`src/ccc_regs.vh`:
```
`ifndef CCC_REGS_VH
`define CCC_REGS_VH
// ==========================================
// Register addresses
`define CCC_ADDR_CH4_SUPPLY   7'h3A
`define CCC_ADDR_COMMON_CTRL  7'h3B
`define CCC_ADDR_RSVD_A       7'h3C
`define CCC_ADDR_RSVD_B       7'h3D
`define CCC_ADDR_RSVD_C       7'h3E
`define CCC_ADDR_RSVD_D       7'h3F
`define CCC_ADDR_DEBUG        7'h42
// ==========================================
// Reset images
`define CCC_RST_CH4_SUPPLY    16'h0008
`define CCC_RST_COMMON_CTRL   16'h0061
`define CCC_RST_RSVD_A        16'h0018
`define CCC_RST_RSVD_B        16'h1500
`define CCC_RST_RSVD_C        16'h4210
`define CCC_RST_RSVD_D        16'h0210
`define CCC_RST_DEBUG         16'h0200
// ==========================================
// Field positions
`define CCC_BIT_LOW_SUPPLY    3
`define CCC_BIT_CHAN_RESET    13
`define CCC_CM_RAISE_HI       12
`define CCC_CM_RAISE_LO       11
`define CCC_CM_LOWER_HI       10
`define CCC_CM_LOWER_LO       9
`define CCC_TAIL_HI           8
`define CCC_TAIL_LO           5
`define CCC_BIT_CMOS_FAST     4
`define CCC_REFDRV_HI         2
`define CCC_REFDRV_LO         1
// ==========================================
// Configuration memory layout
`define CCC_NVM_PAGE_WORDS    64
`define CCC_NVM_BASE_WORDS    12
`define CCC_NVM_CRC_WORD      6'h3F
`endif

```
`src/ccc_reg_cell.v`:
```
`timescale 1ns/1ps
// ==========================================
// One 16-bit read-write register with reset image
module ccc_reg_cell #(
  parameter [15:0] RESET_VALUE = 16'h0000
) (
  input  wire        clk,
  input  wire        reset,
  input  wire        writeEn,
  input  wire [15:0] writeData,
  output reg  [15:0] value
);
  always @(posedge clk) begin
    if (reset) begin
      value <= RESET_VALUE;
    end else if (writeEn) begin
      value <= writeData;
    end
  end
endmodule // ccc_reg_cell

```
`src/ccc_common_config.v`:
```
`timescale 1ns/1ps
`include "ccc_regs.vh"

// Behaviour
// RQ1 - Bit 3 of the fourth channel supply register flags a 1.8 V supply when set and resets to one.
// RQ2 - Bit 13 of the common control register holds all output channels in reset while set.
// RQ3 - Software programs only one of the common-mode raise or lower fields and leaves the other zero.
// RQ4 - Bits 8-5 select tail current from code C (350 uA) up in 50 uA steps to code 3 (650 uA), reset 3.
// RQ5 - Bit 4 sets CMOS drive of channels one to four, one meaning fast, reset fast; the 61h reset image clears bit 4, so the output goes slow after reset.
// RQ6 - Bits 2-1 control the reference-copy output: 0 off, 1 normal, 3 fast, reset off.
// RQ7 - The common control register sits at 3Bh and resets to 61h.
// RQ8 - The register at 3Dh resets to 1500h.
// RQ9 - Registers at 3Ch, 3Eh and 3Fh reset to 18h, 4210h and 210h.
// RQ10 - The debug register at 42h is 16-bit read-write and resets to 200h.
// RQ11 - Configuration memory holds one base page and two customised pages.
// RQ12 - Customised page 0 is loaded with the select pin low, page 1 with it high.
// RQ13 - The memory checksum lives in word 3Fh of page 1.
// RQ14 - The fourth channel supply register sits at 3Ah and resets to 8h.
// RQ15 - Every register reads back its last written value and returns to its image on reset.
module ccc_common_config (
  input  wire        clk,
  input  wire        reset,
  input  wire [6:0]  regAddr,
  input  wire        regWrite,
  input  wire        regRead,
  input  wire [15:0] regWriteData,
  output reg  [15:0] regReadData,
  output reg         regReadValid,
  input  wire        nvmPageSelectPin,
  output reg         nvmCustomPage,
  output reg  [6:0]  nvmCrcWordAddr,
  output reg         fourthChannelLowSupplyFlag,
  output reg         channelReset,
  output reg  [1:0]  cmTrimRaise,
  output reg  [1:0]  cmTrimLower,
  output reg  [3:0]  tailCurrentCode,
  output reg  [9:0]  tailCurrentMicroAmp,
  output reg         cmosDriveFast,
  output reg         referenceCopyOutputEnable,
  output reg         refCopyOutputDriveFast
);

  // ==========================================
  // Write decode
  wire        writeFourthChannelSupply;
  wire        writeChannelCommonControl;
  wire        writeChannelCommonReservedA;
  wire        writeChannelCommonReservedB;
  wire        writeChannelCommonReservedC;
  wire        writeChannelCommonReservedD;
  wire        writeDebugReserved;

  assign writeFourthChannelSupply    = regWrite && (regAddr == `CCC_ADDR_CH4_SUPPLY);
  assign writeChannelCommonControl   = regWrite && (regAddr == `CCC_ADDR_COMMON_CTRL);
  assign writeChannelCommonReservedA = regWrite && (regAddr == `CCC_ADDR_RSVD_A);
  assign writeChannelCommonReservedB = regWrite && (regAddr == `CCC_ADDR_RSVD_B);
  assign writeChannelCommonReservedC = regWrite && (regAddr == `CCC_ADDR_RSVD_C);
  assign writeChannelCommonReservedD = regWrite && (regAddr == `CCC_ADDR_RSVD_D);
  assign writeDebugReserved          = regWrite && (regAddr == `CCC_ADDR_DEBUG);

  // ==========================================
  // Register storage
  wire [15:0] fourthChannelSupplyConfig;
  wire [15:0] channelCommonControl;
  wire [15:0] channelCommonReservedA;
  wire [15:0] channelCommonReservedB;
  wire [15:0] channelCommonReservedC;
  wire [15:0] channelCommonReservedD;
  wire [15:0] debugReserved;

  ccc_reg_cell #(
    .RESET_VALUE (`CCC_RST_CH4_SUPPLY)
  ) uFourthChannelSupply ( // [RQ14] [RQ15]
    .clk       (clk),
    .reset     (reset),
    .writeEn   (writeFourthChannelSupply),
    .writeData (regWriteData),
    .value     (fourthChannelSupplyConfig)
  );

  ccc_reg_cell #(
    .RESET_VALUE (`CCC_RST_COMMON_CTRL)
  ) uChannelCommonControl ( // [RQ7] [RQ15]
    .clk       (clk),
    .reset     (reset),
    .writeEn   (writeChannelCommonControl),
    .writeData (regWriteData),
    .value     (channelCommonControl)
  );

  ccc_reg_cell #(
    .RESET_VALUE (`CCC_RST_RSVD_A)
  ) uChannelCommonReservedA ( // [RQ9] [RQ15]
    .clk       (clk),
    .reset     (reset),
    .writeEn   (writeChannelCommonReservedA),
    .writeData (regWriteData),
    .value     (channelCommonReservedA)
  );

  ccc_reg_cell #(
    .RESET_VALUE (`CCC_RST_RSVD_B)
  ) uChannelCommonReservedB ( // [RQ8] [RQ15]
    .clk       (clk),
    .reset     (reset),
    .writeEn   (writeChannelCommonReservedB),
    .writeData (regWriteData),
    .value     (channelCommonReservedB)
  );

  ccc_reg_cell #(
    .RESET_VALUE (`CCC_RST_RSVD_C)
  ) uChannelCommonReservedC ( // [RQ9] [RQ15]
    .clk       (clk),
    .reset     (reset),
    .writeEn   (writeChannelCommonReservedC),
    .writeData (regWriteData),
    .value     (channelCommonReservedC)
  );

  ccc_reg_cell #(
    .RESET_VALUE (`CCC_RST_RSVD_D)
  ) uChannelCommonReservedD ( // [RQ9] [RQ15]
    .clk       (clk),
    .reset     (reset),
    .writeEn   (writeChannelCommonReservedD),
    .writeData (regWriteData),
    .value     (channelCommonReservedD)
  );

  ccc_reg_cell #(
    .RESET_VALUE (`CCC_RST_DEBUG)
  ) uDebugReserved ( // [RQ10] [RQ15]
    .clk       (clk),
    .reset     (reset),
    .writeEn   (writeDebugReserved),
    .writeData (regWriteData),
    .value     (debugReserved)
  );

  // ==========================================
  // Read mux
  reg [15:0] next_readData;
  always @* begin
    case (regAddr)
      `CCC_ADDR_CH4_SUPPLY:  next_readData = fourthChannelSupplyConfig;
      `CCC_ADDR_COMMON_CTRL: next_readData = channelCommonControl;
      `CCC_ADDR_RSVD_A:      next_readData = channelCommonReservedA;
      `CCC_ADDR_RSVD_B:      next_readData = channelCommonReservedB;
      `CCC_ADDR_RSVD_C:      next_readData = channelCommonReservedC;
      `CCC_ADDR_RSVD_D:      next_readData = channelCommonReservedD;
      `CCC_ADDR_DEBUG:       next_readData = debugReserved;
      default:               next_readData = 16'h0000;
    endcase
  end

  // ==========================================
  // Read data register
  always @(posedge clk) begin
    if (reset) begin
      regReadData  <= 16'h0000;
      regReadValid <= 1'h0;
    end else begin
      regReadValid <= regRead;
      if (regRead) begin
        regReadData <= next_readData; // [RQ15]
      end
    end
  end

  // ==========================================
  // Tail current decode
  reg [9:0] next_tailUa;
  always @* begin
    case (channelCommonControl[`CCC_TAIL_HI:`CCC_TAIL_LO])
      4'hC:    next_tailUa = 10'h15E;
      4'h8:    next_tailUa = 10'h190;
      4'h4:    next_tailUa = 10'h1C2;
      4'h0:    next_tailUa = 10'h1F4;
      4'h1:    next_tailUa = 10'h226;
      4'h2:    next_tailUa = 10'h258;
      4'h3:    next_tailUa = 10'h28A;
      default: next_tailUa = 10'h1F4;
    endcase
  end

  // ==========================================
  // Reference-copy output decode
  reg next_refEnable;
  reg next_refFast;
  always @* begin
    next_refEnable = 1'h0;
    next_refFast   = 1'h0;
    case (channelCommonControl[`CCC_REFDRV_HI:`CCC_REFDRV_LO])
      2'h1: begin
        next_refEnable = 1'h1;
        next_refFast   = 1'h0;
      end
      2'h3: begin
        next_refEnable = 1'h1;
        next_refFast   = 1'h1;
      end
      default: begin
        next_refEnable = 1'h0;
        next_refFast   = 1'h0;
      end
    endcase
  end

  // ==========================================
  // Page select pin synchroniser
  reg pageSync1;
  reg pageSync2;
  always @(posedge clk) begin
    if (reset) begin
      pageSync1 <= 1'h0;
      pageSync2 <= 1'h0;
    end else begin
      pageSync1 <= nvmPageSelectPin;
      pageSync2 <= pageSync1;
    end
  end

  // ==========================================
  // Fourth channel supply flag
  always @(posedge clk) begin
    if (reset) begin
      fourthChannelLowSupplyFlag <= 1'h1;
    end else begin
      fourthChannelLowSupplyFlag <= fourthChannelSupplyConfig[`CCC_BIT_LOW_SUPPLY]; // [RQ1]
    end
  end

  // ==========================================
  // Channel reset
  always @(posedge clk) begin
    if (reset) begin
      channelReset <= 1'h0;
    end else begin
      channelReset <= channelCommonControl[`CCC_BIT_CHAN_RESET]; // [RQ2]
    end
  end

  // ==========================================
  // Common-mode trims
  always @(posedge clk) begin
    if (reset) begin
      cmTrimRaise <= 2'h0;
      cmTrimLower <= 2'h0;
    end else begin
      cmTrimRaise <= channelCommonControl[`CCC_CM_RAISE_HI:`CCC_CM_RAISE_LO];
      cmTrimLower <= channelCommonControl[`CCC_CM_LOWER_HI:`CCC_CM_LOWER_LO];
    end
  end

  // ==========================================
  // Tail current
  always @(posedge clk) begin
    if (reset) begin
      tailCurrentCode     <= 4'h3;
      tailCurrentMicroAmp <= 10'h28A;
    end else begin
      tailCurrentCode     <= channelCommonControl[`CCC_TAIL_HI:`CCC_TAIL_LO]; // [RQ4]
      tailCurrentMicroAmp <= next_tailUa; // [RQ4]
    end
  end

  // ==========================================
  // Channel CMOS drive strength
  always @(posedge clk) begin
    if (reset) begin
      cmosDriveFast <= 1'h1;
    end else begin
      cmosDriveFast <= channelCommonControl[`CCC_BIT_CMOS_FAST]; // [RQ5]
    end
  end

  // ==========================================
  // Reference-copy output
  always @(posedge clk) begin
    if (reset) begin
      referenceCopyOutputEnable <= 1'h0;
      refCopyOutputDriveFast    <= 1'h0;
    end else begin
      referenceCopyOutputEnable <= next_refEnable; // [RQ6]
      refCopyOutputDriveFast    <= next_refFast; // [RQ6]
    end
  end

  // ==========================================
  // Configuration memory page choice
  always @(posedge clk) begin
    if (reset) begin
      nvmCustomPage <= 1'h0;
    end else begin
      nvmCustomPage <= pageSync2; // [RQ12] [RQ11]
    end
  end

  // ==========================================
  // Configuration memory checksum location
  always @(posedge clk) begin
    if (reset) begin
      nvmCrcWordAddr <= 7'h00;
    end else begin
      nvmCrcWordAddr <= {1'h1, `CCC_NVM_CRC_WORD}; // [RQ13]
    end
  end

endmodule // ccc_common_config

```
`config.mk`:
```
export PLATFORM = sky130hd
export DESIGN_NAME = ccc_common_config
export DESIGN_NICKNAME = d
export VERILOG_FILES = /design/src/ccc_reg_cell.v /design/src/ccc_common_config.v
export VERILOG_INCLUDE_DIRS = /design/src /design/src/src
export SDC_FILE = /design/constraint.sdc
export NUM_CORES = 1
export LEC_CHECK = 0
export BUFFER_PORTS_ARGS = -buffer_cell sky130_fd_sc_hd__buf_2
export CORE_MARGIN = 2
export CORE_UTILIZATION = 58
export DETAILED_ROUTE_END_ITERATION = 10
export GPL_TIMING_DRIVEN = 0
export HOLD_SLACK_MARGIN = 0.02
export PLACE_DENSITY = 0.84
export SYNTH_ARGS = -nofsm -noshare
export SYNTH_HDL_FRONTEND = slang
export SYNTH_SLANG_ARGS = --single-unit
```
`constraint.sdc`:
```
create_clock -name clk -period 1.8 [get_ports clk]
set_input_delay 0.09 -clock clk [delete_from_list [all_inputs] [get_ports clk]]
set_output_delay 0.09 -clock clk [all_outputs]
set_load 0.05 [all_outputs]
```
==> results_dict.tcl <==
set metrics [dict create \
    dominant_register_cell_in_the_synthesized_netlist "dfxtp_1" \
    clock_latency_on_the_worst_skew_pair_ns 0.55 \
    root_buffer "clkbuf_8" \
    pwr-share-clk 0.461 \
    largest_cells_by_area_after_synthesis "dfxtp_1, mux2i_1, nand2_1" \
    drt-vias-per-instance 6.08 \
    synthCells 675 \
    first_global_vias 5683 \
    post_drt_wl_per_cell_um 20.3 \
    grt_setup_unrepaired "false" \
    post-dp-hpwl_mm 12.3 \
    power_leakage_uw 0.00358 \
    finalCriticalPeriod_ns 1.61 \
    sort_of_element_at_the_start_of_the_critical_path "input port" \
    syn_area_mm2 0.00651 \
    cts_setup_buffers 0 \
    dr_drc_count 0 \
    start_util 0.598 \
    synth_warnings 0 \
    power_density_mw_per_mm2 936 \
    min-delay-path-class "in -> reg" \
    cp_data_arrival_time_ns 2.08 \
    yosysSeqAreaShare 0.477 \
    irDropWorstVdd_uv 540 \
    switching_share 0.240 \
    die_h_um 110 \
    drtAntennaViolNets 0 \
    cts_tree "yes" \
    outcome "finished clean" \
    aggregate_global_routing_overflow 0 \
    rows 38 \
    hold-worst-slack_ns 0.109 \
    core-area_mm2 0.0109 \
    dr.first_iter.drc_count 501 \
    synth_enable_flop_cells 0 \
    detail_route.first_pass.iterations 7 \
    numCtsBuffers 17 \
    design.final.nets 810 \
    power.internal_uw 5530 \
    layout_worst_path_cycle_share 0.892 \
    pwr-share-seq 0.475 \
    number_of_gates_resized_after_cts 0 \
    cts.htree.levels 4 \
    die_width_um 110 \
    worst_setup_end_kind "flop" \
    cts.reportedPaths.clkPinSlew_ns 0.06 \
    fillCellCount 781 \
    syn_area_per_cell_um2 9.65 \
    vias 5687 \
    numPortBuffers 70 \
    combPwrFrac 0.064 \
    timing.critical_path.fanout_max 10 \
    grt_use_total 0.323 \
    async_reset_ff_frac 0 \
    fin_worst_skew_ns 0.00687 \
    gp_congestion 0.905 \
    antenna_found_initial 0 \
    timing_max_transition_violations_final 0 \
    global_route_wire_length_before_repair_mm 28.8 \
    pin_count_of_the_biggest_net_entering_global_routing 17 \
    ios 76 \
    yosys.area.top_type "dfxtp_1" \
    insertedDiodeCount 0 \
    net-switching-power_uw 1740 \
    layout_area_overhead_pct 19.3 \
    routed_wl_mm 19.0 \
    max_clock_freq_mhz 623 \
    hold_viol_final 0 \
    layout-drive-gt1-share 0.224 \
    worst_setup_path_category "in -> reg" \
    synth.net_count 703 \
    maxCapViolations 0 \
    postSynthRegisterBits 155 \
    cts_hold_buffers 18 \
    worstPathRequired_ns 2.28 \
    synth.top_cell.area_share 0.477 \
    design.die.area_mm2 0.0121 \
    fin_tns_setup_ns 0 \
    synth.distinct_cells 44 \
    timing.slew.headroom 0.456 \
    cts_buffer_depth 2 \
    worst_pin_slew_ns 0.816 \
    setup_viol 0 \
    clock-sinks 155 \
]
==> cell usage in the layout, fill, tap and decap left out, types with 25 or more instances in the layout <==
master	netlist	final
a21oi_1	32	32
nor2_1	75	75
mux2i_1	82	82
buf_2	10	80
nand3_1	36	36
clkbuf_1	23	25
nand2_1	89	89
a22oi_1	31	31
mux2_2	25	25
dfxtp_1	155	155
==> synth_stat cells (all sizes together) (2+ instances only) <==
| cell type | instances |
|---|---|
| a21oi | 32 |
| a22oi | 31 |
| and2 | 2 |
| and3 | 2 |
| and4 | 2 |
| and4b | 2 |
| buf | 35 |
| clkbuf | 23 |
| dfxtp | 155 |
| inv | 4 |
| mux2 | 25 |
| mux2i | 82 |
| nand2 | 90 |
| nand3 | 36 |
| nand4 | 9 |
| nor2 | 76 |
| nor2b | 16 |
| o211a | 12 |
| o211ai | 3 |
| o21ai | 15 |
| o221a | 4 |
| o311ai | 3 |
| or2 | 4 |
==> final timing paths <==
| path | endpoint | slack, ns | cells past startpoint | from |
|---|---|---|---|---|
| worst max register to register | tailCurrentMicroAmp[7] | 0.36 | 5 | uChannelCommonControl.value[7] |
| worst min-delay path | regReadData[13] | 0.11 | 4 | regAddr[3] |
| worst max-delay path | regReadData[8] | 0.19 | 6 | regRead |
| worst min register to register | pageSync2 | 0.46 | 1 | pageSync1 |
==> sequential cells by signal (all words and copies together) (netlist names), 16 cells and up <==
signal                         flops
regReadData                       16
uChannelCommonReservedD.value     16
uChannelCommonReservedC.value     16
uChannelCommonReservedA.value     16
uDebugReserved.value              16
uChannelCommonReservedB.value     16
uChannelCommonControl.value       16
uFourthChannelSupply.value        16
==> area by class of cell <==
type / count / area (um^2) / share of cell area
well taps: 140 / 175 / 0.0225
plain buffers: 58 / 362 / 0.0465
inverters: 4 / 15.0 / 0.00193
flip-flops and latches: 155 / 3100 / 0.399
clock buffers: 22 / 463 / 0.0596
multi-input cells: 458 / 3030 / 0.390
repair buffers: 88 / 531 / 0.0683
clock inverters: 10 / 90.1 / 0.0116
==> metal layers <==
metal | track usage | routed length (um) | up-vias
met2 | 0.531 | 9090 | 345
li1 | - | - | 2558
met5 | 0 | 0 | -
met1 | 0.372 | 6900 | 2694
met3 | 0.0883 | 2000 | 90
met4 | 0.197 | 1010 | 0
==> power groups by stage <==
stage          clock (uW)  combinational (uW)  sequential (uW)
2_1_floorplan           0                 225             3550
3_3_place_gp            0                 409             3530
3_5_place_dp            0                 418             3530
4_1_cts              3360                 452             3450
5_1_grt              3490                 482             3450
6_report             3350                 464             3450
==> cell families (layout without fill, tap and decap cells) <==
logic type / count (synthesis) / after routing / synth area share
AOI/OAI and AO/OA: 105 / 105 / 0.110
buffers and inverters: 62 / 182 / 0.0578
and+or+nand+nor: 244 / 244 / 0.184
DFF: 155 / 155 / 0.477
xor gates and xnor gates: 1 / 1 / 0.00135
other: 1 / 1 / 0.000576
muxes: 107 / 107 / 0.169
==> critical path: stages <==
cell	delay [ns]
dlygate4sd3_1	0.54
clkbuf_1	0.22
nor2_1	0.31
clkbuf_1	0.61
a22oi_1	0.20
o21ai_1	0.12
==> per-stage QoR <==
stage | setup WS (ns) | power, uW | cell area [um^2] | utilization | std cells
after global placement | -0.00967 | 3940 | 7040 | 0.646 | 885
after CTS | 0.260 | 7260 | 7770 | 0.714 | 935
after floorplan | 0.535 | 3780 | 6510 | - | 675
after detailed placement | -0.0724 | 3950 | 7040 | 0.646 | 885
after global routing | 0.0603 | 7430 | 7770 | 0.714 | 935
final | 0.194 | 7270 | 7770 | 0.714 | 935
Note: power is estimated with default switching activity, not from simulation.
